[src/pkg/pll_ctl_pkg.sv]
// Shared constants for the PLL control and status slice.
`default_nettype none
package pll_ctl_pkg;
    // Register offsets on the serial control bus.
    localparam logic [7:0] OFS_OUT_DIV_LO = 8'h20;
    localparam logic [7:0] OFS_OUT_DIV_HI = 8'h21;
    localparam logic [7:0] OFS_REF_CTRL = 8'h22;
    localparam logic [7:0] OFS_FB_INT = 8'h23;
    localparam logic [7:0] OFS_NUM_2 = 8'h24;
    localparam logic [7:0] OFS_NUM_1 = 8'h25;
    localparam logic [7:0] OFS_NUM_0 = 8'h26;
    localparam logic [7:0] OFS_DEN_2 = 8'h27;
    localparam logic [7:0] OFS_DEN_1 = 8'h28;
    localparam logic [7:0] OFS_DEN_0 = 8'h29;
    localparam logic [7:0] OFS_PLL_LIVE_STATE = 8'h42;
    localparam logic [7:0] OFS_MODULE_SOFT_RESET = 8'h48;
    // Field positions.
    localparam int LIVE_UNLOCKED_BIT = 1;
    localparam int LIVE_CAL_BIT = 0;
    localparam int SOFT_RESET_PLL_BIT = 1;
    localparam int REF_PREDIV4_BIT = 0;
    localparam int REF_DOUBLER_BIT = 1;
    // Widths and limits.
    localparam int FRAC_W = 22;
    localparam int OUT_DIV_W = 9;
    localparam logic [8:0] OUT_DIV_MIN = 9'h005;
    localparam logic [8:0] OUT_DIV_MAX = 9'h1ff;
    // Reset values and the read-as-zero value.
    localparam logic [8:0] OUT_DIV_RESET = 9'h04c;
    localparam logic [7:0] FB_INT_RESET = 8'hdc;
    localparam logic [21:0] NUM_RESET = 22'h00_0000;
    localparam logic [21:0] DEN_RESET = 22'h3f_ffff;
    localparam logic [7:0] READ_ZERO = 8'h00;
    // Serial control bus target states.
    typedef enum logic [2:0] {
        BUS_IDLE, BUS_ADDR, BUS_ACK_ADDR, BUS_WRITE, BUS_ACK_WRITE, BUS_READ, BUS_HOST_ACK
    } bus_state_t;
endpackage : pll_ctl_pkg
`default_nettype wire

[src/rtl/serial_reg_target.sv]
// Two-wire serial control bus target with a byte register pointer.
`timescale 1ns/1ps
`default_nettype none
module serial_reg_target #(
    parameter logic [6:0] DEV_ADDR = 7'h58
) (
    input wire logic clk_sys,
    input wire logic rst_sync_n,
    input wire logic scl_in,
    input wire logic sda_in,
    output logic sda_out,
    output logic sda_oe_n,
    output logic [7:0] reg_ptr,
    output logic wr_stb,
    output logic [7:0] wr_addr,
    output logic [7:0] wr_data,
    input wire logic [7:0] rd_data
);
    typedef struct packed {
        pll_ctl_pkg::bus_state_t st;
        logic scl_q;
        logic sda_q;
        logic [7:0] shift;
        logic [3:0] bitcnt;
        logic [7:0] ptr;
        logic ptr_set;
        logic rw;
        logic drive;
        logic wr_stb;
        logic [7:0] wr_addr;
        logic [7:0] wr_data;
    } bus_regs_t;

    bus_regs_t s;
    bus_regs_t next_s;
    logic scl_rise;
    logic scl_fall;
    logic start_seen;
    logic stop_seen;

    // Addresses 0 to 7 are reserved on this bus and cannot be served.
    if (DEV_ADDR < 7'h08) begin : g_addr_check
        $error("DEV_ADDR lies in the reserved range");
    end

    // Bus edges, with pins taken as synchronous to clk_sys.
    assign scl_rise = scl_in & ~s.scl_q;
    assign scl_fall = ~scl_in & s.scl_q;
    assign start_seen = scl_in & s.scl_q & s.sda_q & ~sda_in;
    assign stop_seen = scl_in & s.scl_q & ~s.sda_q & sda_in;

    // Bits are sampled on the rising clock edge and driven after the falling one.
    always_comb begin
        next_s = s;
        next_s.scl_q = scl_in;
        next_s.sda_q = sda_in;
        next_s.wr_stb = 1'b0;
        if (start_seen) begin
            next_s.st = pll_ctl_pkg::BUS_ADDR;
            next_s.bitcnt = 4'h0;
            next_s.drive = 1'b0;
        end else if (stop_seen) begin
            next_s.st = pll_ctl_pkg::BUS_IDLE;
            next_s.drive = 1'b0;
        end else begin
            case (s.st)
                pll_ctl_pkg::BUS_ADDR, pll_ctl_pkg::BUS_WRITE: begin
                    if (scl_rise) begin
                        next_s.shift = {s.shift[6:0], sda_in};
                        next_s.bitcnt = s.bitcnt + 4'h1;
                    end else if (scl_fall && s.bitcnt == 4'h8) begin
                        if (s.st == pll_ctl_pkg::BUS_ADDR) begin
                            if (s.shift[7:1] == DEV_ADDR) begin
                                next_s.st = pll_ctl_pkg::BUS_ACK_ADDR;
                                next_s.drive = 1'b1;
                                next_s.rw = s.shift[0];
                                next_s.ptr_set = 1'b0;
                            end else begin
                                next_s.st = pll_ctl_pkg::BUS_IDLE;
                            end
                        end else begin
                            next_s.st = pll_ctl_pkg::BUS_ACK_WRITE;
                            next_s.drive = 1'b1;
                            if (!s.ptr_set) begin
                                next_s.ptr = s.shift;
                                next_s.ptr_set = 1'b1;
                            end else begin
                                next_s.wr_stb = 1'b1;
                                next_s.wr_addr = s.ptr;
                                next_s.wr_data = s.shift;
                                next_s.ptr = s.ptr + 8'h01;
                            end
                        end
                    end
                end
                pll_ctl_pkg::BUS_ACK_ADDR, pll_ctl_pkg::BUS_HOST_ACK: begin
                    if (s.st == pll_ctl_pkg::BUS_HOST_ACK && scl_rise && sda_in) begin
                        next_s.st = pll_ctl_pkg::BUS_IDLE; // Host refused more data.
                    end else if (scl_fall) begin
                        next_s.bitcnt = 4'h0;
                        if (s.rw) begin
                            next_s.st = pll_ctl_pkg::BUS_READ;
                            next_s.shift = rd_data;
                            next_s.drive = ~rd_data[7];
                        end else begin
                            next_s.st = pll_ctl_pkg::BUS_WRITE;
                            next_s.drive = 1'b0;
                        end
                    end
                end
                pll_ctl_pkg::BUS_ACK_WRITE: begin
                    if (scl_fall) begin
                        next_s.st = pll_ctl_pkg::BUS_WRITE;
                        next_s.drive = 1'b0;
                        next_s.bitcnt = 4'h0;
                    end
                end
                pll_ctl_pkg::BUS_READ: begin
                    if (scl_rise) begin
                        next_s.bitcnt = s.bitcnt + 4'h1;
                    end else if (scl_fall) begin
                        if (s.bitcnt == 4'h8) begin
                            next_s.st = pll_ctl_pkg::BUS_HOST_ACK;
                            next_s.drive = 1'b0;
                            next_s.ptr = s.ptr + 8'h01;
                        end else begin
                            next_s.shift = {s.shift[6:0], 1'b0};
                            next_s.drive = ~s.shift[6];
                        end
                    end
                end
                default: begin
                    next_s.st = pll_ctl_pkg::BUS_IDLE;
                    next_s.drive = 1'b0;
                end
            endcase
        end
    end

    // The idle bus is high, so the edge history starts high.
    always_ff @(posedge clk_sys or negedge rst_sync_n) begin
        if (!rst_sync_n) begin
            s <= '{st: pll_ctl_pkg::BUS_IDLE, scl_q: 1'b1, sda_q: 1'b1, default: '0};
        end else begin
            s <= next_s;
        end
    end

    assign sda_out = 1'b0; // Open drain: only ever pulls low.
    assign sda_oe_n = ~s.drive;
    assign reg_ptr = s.ptr;
    assign wr_stb = s.wr_stb;
    assign wr_addr = s.wr_addr;
    assign wr_data = s.wr_data;
endmodule : serial_reg_target
`default_nettype wire

[src/rtl/pll_status_reset_tuning.sv]
// Control and status registers of a fractional-N PLL oscillator behind a serial bus.
//
// How it works
// Live status register shows loss of lock at bit 1, calibration at bit 0.
// Each soft reset bit clears itself after the write that set it.
// Reading the soft reset register always returns zero.
// Writing one to soft reset bit 1 restarts PLL calibrator and divider chain.
// Output divider accepts ratios 5 to 511; host programs only that range.
// Reference pre-divider is 1 or 4, then a doubler of one or two.
// Host keeps output frequency times total division within 4.6 to 5.6 GHz.
// Numerator rewrites take effect glitch-free; host keeps integer part unchanged.
// Host keeps numerator between zero and the denominator during tuning.
// PLL soft reset lasts one cycle; divider and calibrator restart from reset.
`timescale 1ns/1ps
`default_nettype none
module pll_status_reset_tuning #(
    parameter logic [6:0] DEV_ADDR = 7'h58 // Bus address value is arbitrary.
) (
    input wire logic clk_sys,
    input wire logic rst_n,
    input wire logic scl_in,
    input wire logic sda_in,
    output logic sda_out,
    output logic sda_oe_n,
    input wire logic pll_unlocked,
    input wire logic pll_cal_active,
    output logic pll_soft_reset,
    output logic [8:0] out_div_ratio,
    output logic out_div_tick,
    output logic ref_prediv4,
    output logic ref_doubler,
    output logic [7:0] fb_int,
    output logic [21:0] fb_num,
    output logic [21:0] fb_den
);
    typedef struct packed {
        logic [1:0] live;
        logic soft_rst;
        logic [7:0] out_div_lo;
        logic [8:0] out_div;
        logic [8:0] div_cnt;
        logic div_tick;
        logic prediv4;
        logic doubler;
        logic [7:0] fb_int;
        logic [13:0] num_shadow;
        logic [21:0] num;
        logic [21:0] den;
    } pll_regs_t;

    pll_regs_t s;
    pll_regs_t next_s;
    logic [1:0] rst_pipe;
    logic rst_sync_n;
    logic [7:0] reg_ptr;
    logic wr_stb;
    logic [7:0] wr_addr;
    logic [7:0] wr_data;
    logic [7:0] rd_data;
    logic [21:0] num_candidate;
    logic [8:0] div_candidate;

    // Reset is asserted at once and released after two clean clock edges.
    always_ff @(posedge clk_sys or negedge rst_n) begin
        if (!rst_n) begin
            rst_pipe <= 2'b00;
        end else begin
            rst_pipe <= {rst_pipe[0], 1'b1};
        end
    end
    assign rst_sync_n = rst_pipe[1];

    serial_reg_target #(
        .DEV_ADDR(DEV_ADDR)
    ) u_bus (
        .clk_sys(clk_sys),
        .rst_sync_n(rst_sync_n),
        .scl_in(scl_in),
        .sda_in(sda_in),
        .sda_out(sda_out),
        .sda_oe_n(sda_oe_n),
        .reg_ptr(reg_ptr),
        .wr_stb(wr_stb),
        .wr_addr(wr_addr),
        .wr_data(wr_data),
        .rd_data(rd_data)
    );

    assign num_candidate = {s.num_shadow, wr_data};
    assign div_candidate = {wr_data[0], s.out_div_lo};

    // Read data for the byte the bus pointer addresses; unmapped bytes read zero.
    always_comb begin
        case (reg_ptr)
            pll_ctl_pkg::OFS_PLL_LIVE_STATE: rd_data = {6'h00, s.live};
            pll_ctl_pkg::OFS_MODULE_SOFT_RESET: rd_data = pll_ctl_pkg::READ_ZERO;
            pll_ctl_pkg::OFS_OUT_DIV_LO: rd_data = s.out_div[7:0];
            pll_ctl_pkg::OFS_OUT_DIV_HI: rd_data = {7'h00, s.out_div[8]};
            pll_ctl_pkg::OFS_REF_CTRL: rd_data = {6'h00, s.doubler, s.prediv4};
            pll_ctl_pkg::OFS_FB_INT: rd_data = s.fb_int;
            pll_ctl_pkg::OFS_NUM_2: rd_data = {2'b00, s.num[21:16]};
            pll_ctl_pkg::OFS_NUM_1: rd_data = s.num[15:8];
            pll_ctl_pkg::OFS_NUM_0: rd_data = s.num[7:0];
            pll_ctl_pkg::OFS_DEN_2: rd_data = {2'b00, s.den[21:16]};
            pll_ctl_pkg::OFS_DEN_1: rd_data = s.den[15:8];
            pll_ctl_pkg::OFS_DEN_0: rd_data = s.den[7:0];
            default: rd_data = pll_ctl_pkg::READ_ZERO;
        endcase
    end

    // Next state: live status capture, output divider chain and register writes.
    always_comb begin
        next_s = s;
        next_s.live[pll_ctl_pkg::LIVE_UNLOCKED_BIT] = pll_unlocked;
        next_s.live[pll_ctl_pkg::LIVE_CAL_BIT] = pll_cal_active;
        next_s.soft_rst = 1'b0;
        // Output divider counts clk_sys and emits one tick per programmed ratio.
        if (s.div_cnt == s.out_div - 9'h001) begin
            next_s.div_cnt = 9'h000;
            next_s.div_tick = 1'b1;
        end else begin
            next_s.div_cnt = s.div_cnt + 9'h001;
            next_s.div_tick = 1'b0;
        end
        if (wr_stb) begin
            case (wr_addr)
                pll_ctl_pkg::OFS_MODULE_SOFT_RESET: begin
                    next_s.soft_rst = wr_data[pll_ctl_pkg::SOFT_RESET_PLL_BIT];
                end
                pll_ctl_pkg::OFS_OUT_DIV_LO: next_s.out_div_lo = wr_data;
                pll_ctl_pkg::OFS_OUT_DIV_HI: begin
                    // Ratios below the minimum are dropped so the divider never stalls.
                    if (div_candidate >= pll_ctl_pkg::OUT_DIV_MIN && div_candidate <= pll_ctl_pkg::OUT_DIV_MAX) begin
                        next_s.out_div = div_candidate;
                    end
                end
                pll_ctl_pkg::OFS_REF_CTRL: begin
                    next_s.prediv4 = wr_data[pll_ctl_pkg::REF_PREDIV4_BIT];
                    next_s.doubler = wr_data[pll_ctl_pkg::REF_DOUBLER_BIT];
                end
                pll_ctl_pkg::OFS_FB_INT: next_s.fb_int = wr_data;
                pll_ctl_pkg::OFS_NUM_2: next_s.num_shadow[13:8] = wr_data[5:0];
                pll_ctl_pkg::OFS_NUM_1: next_s.num_shadow[7:0] = wr_data;
                pll_ctl_pkg::OFS_NUM_0: begin
                    // The whole numerator moves in one step, so no torn value reaches the loop.
                    if (num_candidate <= s.den) begin
                        next_s.num = num_candidate;
                    end
                end
                pll_ctl_pkg::OFS_DEN_2: next_s.den[21:16] = wr_data[5:0];
                pll_ctl_pkg::OFS_DEN_1: next_s.den[15:8] = wr_data;
                pll_ctl_pkg::OFS_DEN_0: next_s.den[7:0] = wr_data;
                default: begin
                end
            endcase
        end
        // The cycle of the reset pulse restarts the divider chain from zero.
        if (s.soft_rst) begin
            next_s.div_cnt = 9'h000;
            next_s.div_tick = 1'b0;
        end
    end

    // One register for the whole state.
    always_ff @(posedge clk_sys or negedge rst_sync_n) begin
        if (!rst_sync_n) begin
            s <= '{out_div: pll_ctl_pkg::OUT_DIV_RESET, fb_int: pll_ctl_pkg::FB_INT_RESET,
                   num: pll_ctl_pkg::NUM_RESET, den: pll_ctl_pkg::DEN_RESET, default: '0};
        end else begin
            s <= next_s;
        end
    end

    assign pll_soft_reset = s.soft_rst;
    assign out_div_ratio = s.out_div;
    assign out_div_tick = s.div_tick;
    assign ref_prediv4 = s.prediv4;
    assign ref_doubler = s.doubler;
    assign fb_int = s.fb_int;
    assign fb_num = s.num;
    assign fb_den = s.den;
endmodule : pll_status_reset_tuning
`default_nettype wire

[config.mk]
export PLATFORM = sky130hd
export DESIGN_NAME = pll_status_reset_tuning
export DESIGN_NICKNAME = d
export VERILOG_FILES = /design/src/pkg/pll_ctl_pkg.sv /design/src/rtl/serial_reg_target.sv /design/src/rtl/pll_status_reset_tuning.sv
export SDC_FILE = /design/constraint.sdc
export NUM_CORES = 1
export LEC_CHECK = 0
export BUFFER_PORTS_ARGS = -buffer_cell sky130_fd_sc_hd__clkbuf_2
export CAP_MARGIN = 15
export CORE_MARGIN = 8
export CORE_UTILIZATION = 30
export DETAILED_ROUTE_END_ITERATION = 6
export HOLD_SLACK_MARGIN = 0.1
export PLACE_DENSITY = 0.49
export SLEW_MARGIN = 20
export SYNTH_ARGS = -nofsm -noshare
export SYNTH_HDL_FRONTEND = slang
export SYNTH_SLANG_ARGS = --single-unit
[constraint.sdc]
create_clock -name clk_sys -period 4.6 [get_ports clk_sys]
set_input_delay 0.69 -clock clk_sys [delete_from_list [all_inputs] [get_ports clk_sys]]
set_output_delay 0.69 -clock clk_sys [all_outputs]
set_load 0.1 [all_outputs]
# Yosys cells after proc, flatten, opt, wreduce, memory -nomap -nowiden
# Index checks and enable logic that the tools add are counted.
[word_totals]
register_bits = 145
output_inout_bits = 67
latch_bits = 0
rom_bits = 0
ram_bits = 0
mem_count = 0
wordCells = 202
[op_classes]
addsub = 4
n_bitwise = 18
n_eq_ne = 59
n_reduce_logical = 27
n_shift = 0
n_div = 0
order_cmp = 3
mux = 63
mul = 0
[ops]
columns = ["operator", "n"]
rows = [
  ["equality test 8 x 6 -> 1 bit, second input constant", 20],
  ["one-hot mux 8 bit (11 select lines)", 1],
  ["2-to-1 mux 17 bit", 5],
  ["2-to-1 mux 8 bit", 10],
  ["2-to-1 mux 28 bit", 2],
  ["2-to-1 mux 3 bit", 13],
  ["2-to-1 mux 12 bit", 3],
  ["AND reduction 7 bit", 4],
  ["one-hot mux 8 bit (3 select lines)", 1],
  ["<= comparator 22 bit", 1],
  ["2-to-1 mux 10 bit", 2],
  ["!= test 4 x 1 -> 1 bit, second input constant", 5],
  ["2-to-1 mux 18 bit", 1],
  ["2-to-1 mux 9 bit", 2],
  ["equality test 8 x 7 -> 1 bit, second input constant", 2],
  ["one-hot mux 4 bit (4 select lines)", 1],
  ["one-hot mux 8 bit (2 select lines)", 1],
  ["AND reduction 2 bit", 8],
  ["2-to-1 mux 14 bit", 1],
  ["!= test 2 x 1 -> 1 bit, second input constant", 7],
  ["2-to-1 mux 1 bit", 13],
  ["2-to-1 mux 4 bit", 3],
  ["!= test 2 bit, second input constant", 6],
  ["!= test 3 x 1 -> 1 bit, second input constant", 4],
  ["other kinds (32)", 58],
]

# Depth between registers and ports, before layout
[depth]
word_depth = 9
ltp_mapped = 10

# Hierarchy
# Synthesis repeated with hierarchy kept, for this count alone.
[unflattened]
cells_unflattened = 791
area_unflattened_um2 = 8406.8
[by_module_without_submodules]
columns = ["module", "area_per_inst_um2", "seq_area_each_um2", "n_inst", "cells_per_inst"]
rows = [
  ["pll_status_reset_tuning", 5674.2, 2539.9, 1, 519],
  ["serial_reg_target", 2732.6, 1128.6, 1, 272],
]

# Least setup slack after synthesis
# Ideal clock, no wire load.
[synth_path]
path_kind = "reg-to-reg"
from = "register s, in the netlist fb_den[4]"
to = "register s, in the netlist fb_num[2]"
stages_incl_launch_ff = 10
t_required_ns = 4.472
n_path_buf = 1
arrival_ns = 2.316
setup_slack_ns = 2.156
path_cell_list = "dfstp_2 -> inv_1 -> ha_1 -> a21oi_1 -> a21boi_0 -> o31a_1 -> o31a_1 -> o22ai_2 -> buf_6 -> mux2_1"
[synth_between]
elab_chain_cells = 2
[synth_lines]
columns = ["item", "line_no", "source"]
rows = [
  ["from (decl)", "pll_status_reset_tuning.sv:51", "pll_regs_t s;"],
  ["from (signal assigned)", "pll_status_reset_tuning.sv:167", "s <= '{out_div: pll_ctl_pkg::OUT_DIV_RESET, fb_int: pll_ctl_pkg::FB_INT_RESET,"],
  ["from (signal assigned)", "pll_status_reset_tuning.sv:170", "s <= next_s;"],
  ["<= comparator 22 bit", "pll_status_reset_tuning.sv:146", "if (num_candidate <= s.den) begin"],
  ["AND reduction 3 bit (no line)", "n/a", ""],
]
# No other way between the ends.
# A chain may end at the register's enable or synchronous reset.

# Worst setup path in the final report
[layout_path]
from = "register u_bus.s, in the netlist u_bus.wr_data[4]"
to = "register s, in the netlist fb_num[0]"
[layout_between]
elab_chain_cells = 2
[layout_lines]
columns = ["item", "line_no", "source"]
rows = [
  ["from (decl)", "serial_reg_target.sv:34", "bus_regs_t s;"],
  ["from (signal assigned)", "serial_reg_target.sv:145", "s <= next_s;"],
  ["<= comparator 22 bit", "pll_status_reset_tuning.sv:146", ""],
  ["AND reduction 3 bit (no line)", "n/a", ""],
]
# No other way between the ends.

==> impl_metrics.toml <==
[finish]
multi_input_area_um2 = 3660
nFillCells = 2749
post-route-util = 0.333
syn2layout_area_growth_pct = 9.99
ff_latch_area_um2 = 3670
fin_nets = 809
drive_gt1_frac = 0.285

[clock_network]
clk_pin_slew_ps = 60
cts.path.max_buffers = 2
insertion_delay_ps = 430
cts_made_buffers = 17
cts_max_level = 4
cts_tree = "yes"
ctsResizeCount = 0
clockRootBuffer = "clkbuf_16"
cts_sinks = 145
cts_setup_buffers = 0

[placement]
io_buffer_count = 71
gp_congestion = 0.787
place_hpwl_um = 16300
place_ws_ps = 1520

[yosys]
synth_edf_count = 0
yosysTopAreaCellShare = 0.350
netlist_area_um2 = 8080
syn_inst = 773
ys_warn_count = 0
synth_cell_types = 62
synth.avg_cell_area_um2 = 10.5
synthArstFlopShare = 1.00
synth_area_leader_cell = "dfrtp_1"
ys.flop_type = "dfrtp_1"
synth-seq-cells = 145
syn-num-nets = 809
ys_seq_area_frac = 0.454
ys_top_cells_by_area = "dfrtp_1 (35%), mux2_2 (11%), dfstp_2 (10%), buf_4 (5.8%), ha_1 (4.6%)"

[timing]
skew_ps = 14.1
hold_violations = 0
tightest_slew_ps = 1020
timing.final.ws_setup_ps = 1510
rsz0062_at_grt = "false"
min_period_ps = 3090
slew_violations = 0
whs_ps = 351
finalSetupTns_ps = 0
slew_headroom = 0.318
post-route-period-util = 0.672
setup_violations = 0
clock.fmax_mhz = 324

[die]
fp.dieArea_um2 = 32400
die_x_um = 180
start_util = 0.302
die_y_um = 180
core.rowCount = 60
fp.coreArea_um2 = 26700
io_pins = 73

[setup_path]
cp_cell_sequence = "ha_1 -> a21oi_1 -> a21boi_0 -> o31a_1 -> o31a_1 -> o22ai_2 -> buf_4 -> mux2_2"
setup.worst_path.class = "reg -> reg"
r2r_setup_slack_ps = 1510
reg2reg_from = "u_bus.wr_data[4]"
crit_required_ps = 4910
cpMostUsedCell = "o31a_1"
startpoint_type = "register"
critical-path-max-stage-delay_ps = 640
end_kind = "register"
r2r_end = "fb_num[0]"
rr_worst_depth = 8
slowest_stage = "dfrtp_1"
crit_arrival_ps = 3400
cp_max_fo = 13

[power_and_ir_drop]
p_seq_frac = 0.475
p_per_area_nw_per_um2 = 323
switching_share = 0.260
switching_power_uw = 746
pwr-share-comb = 0.044
p_clk_frac = 0.481
total_power_mw = 2.87
leakage_nw = 4.09
internal_power_mw = 2.13
vdd_ir_drop_max_mv = 0.166

[detailed_routing]
drt_first_pass_iters = 5
antenna_left = 0
drcViolationCount = 0
wire_per_inst_um = 20.3
via_per_inst = 5.13
vias = 5788
wirelength_um = 22900
drtIter0Drc = 424

[grt]
antenna_found_initial = 0
gr-total-overflow = 0
grt_pass1_wl_um = 36100
grt_pass1_vias = 5727
grt_max_degree = 144
grtUsageTotal = 0.143

[worst_hold_path]
min_delay_path_depth = 0
hold_end = "rst_pipe[1]"
hold_path.startpoint = "rst_pipe[0]"
hp-class = "reg -> reg"

[job]
maxCapViolCount = 0

[status]
status = "finished, final reports clean"
==> worst max-delay path, delay by kind of cell (launching register included) <==
kind            cells  cell delay [ps]
compound gates      5             1270
flops               1              640
mux                 1              360
fa+ha+maj           1              350
buf+inv             1              350
==> synth_stat cells, types with 4 or more instances <==
master and n:
dfrtp_1 113, buf_2 4, o211ai_1 4, inv_1 36, a221oi_1 7, nand3b_1 4
nor2_1 45, a21oi_1 32, buf_4 62, a21o_1 5, o21ai_0 44, nand2b_1 7
a31oi_1 11, a22o_1 10, dfstp_2 32, mux2_1 20, o22ai_1 4, nand2_1 43
clkbuf_1 27, xor2_1 13, xnor2_1 9, ha_1 30, nor3_1 16, a222oi_1 5
nor2b_1 13, nand3_1 23, mux2_2 77, nand4_1 9, a32oi_1 4, and3_1 5
a22oi_1 8
==> metrics by stage <==
stage,cells,cell area [um^2]
after floorplan,773,8080
after global placement,1094,8300
after global routing,1127,8880
after CTS,1127,8880
final,1128,8890
after detailed placement,1094,8300
==> area by class of cell <==
| type | instances | area share |
|---|---|---|
| Sequential cell | 145 | 0.413 |
| Inverter | 36 | 0.0152 |
| Clock inverter | 14 | 0.0160 |
| Clock buffer | 18 | 0.0483 |
| Timing Repair Buffer | 77 | 0.0467 |
| Antenna cell | 1 | 0.000282 |
| Multi-Input combinational cell | 496 | 0.412 |
| Tap cell | 341 | 0.0480 |
==> power by group through the flow <==
stage | clock network [mW] | logic (mW) | registers [mW]
floorplan | 0 | 0.0869 | 1.38
global placement | 0 | 0.130 | 1.39
detailed placement | 0 | 0.130 | 1.39
CTS | 1.41 | 0.132 | 1.37
global route | 1.47 | 0.150 | 1.37
finish | 1.38 | 0.128 | 1.36
==> cells in the final DEF (no fill, tap or decap), drive strengths merged, types with 10 or more instances in the layout <==
master | Yosys | layout
dfstp | 32 | 32
nor2b | 13 | 13
dfrtp | 113 | 113
clkbuf | 27 | 89
xor2 | 13 | 13
a22o | 10 | 10
o21ai | 44 | 44
nor2 | 45 | 45
nand2 | 43 | 43
nor3 | 16 | 16
ha | 30 | 30
a31oi | 11 | 11
inv | 36 | 44
a21oi | 32 | 32
mux2 | 97 | 97
nand3 | 23 | 23
==> logic make-up (layout without fill, tap and decap cells) <==
group	Yosys count	count (layout)	synth area share
flops	145	145	0.454
xor+xnor	22	22	0.0238
buf+inv	132	145	0.0926
mux	99	99	0.138
fa+ha+maj	30	30	0.0465
simple gates	185	185	0.115
compound gates	158	158	0.130
other cells	2	3	0.000929
==> flip-flops by register name, indices dropped and copies added (netlist names) <==
register        cells
out_div_tick        1
u_bus.wr_stb        1
ref_prediv4         1
num_candidate      14
out_div_ratio       9
div_candidate       8
fb_num             22
fb_den             22
u_bus.wr_addr       8
ref_doubler         1
rst_pipe            2
u_bus.s            20
s                  11
u_bus.wr_data       8
pll_soft_reset      1
fb_int              8
u_bus.reg_ptr       8
==> worst max path at each step <==
stage	start	endpoint	slack [ps]	cells after the start
floorplan	rst_pipe[1]	div_candidate[0]	320	0
global placement	u_bus.wr_data[4]	fb_num[0]	1600	8
detailed placement	u_bus.wr_data[4]	fb_num[0]	1520	8
CTS	u_bus.wr_data[4]	fb_num[0]	1510	8
global route	u_bus.wr_data[4]	fb_num[8]	1300	8
finish	u_bus.wr_data[4]	fb_num[0]	1510	8
==> routing by layer <==
metal,up-vias,track usage,share of wire
li1,2717,-,-
met1,2921,0.205,0.49
met2,128,0.207,0.44
met3,22,0.0375,0.053
met4,0,0.0450,0.015
met5,-,0,0
==> timing repair <==
| item | 4_1_cts | 5_1_grt |
|---|---|---|
| setup endpoints to repair | 0 | 0 |
| hold endpoints to repair | 2 | 0 |
| hold buffers | 1 | 0 |
(Power assumes the default switching activity.)
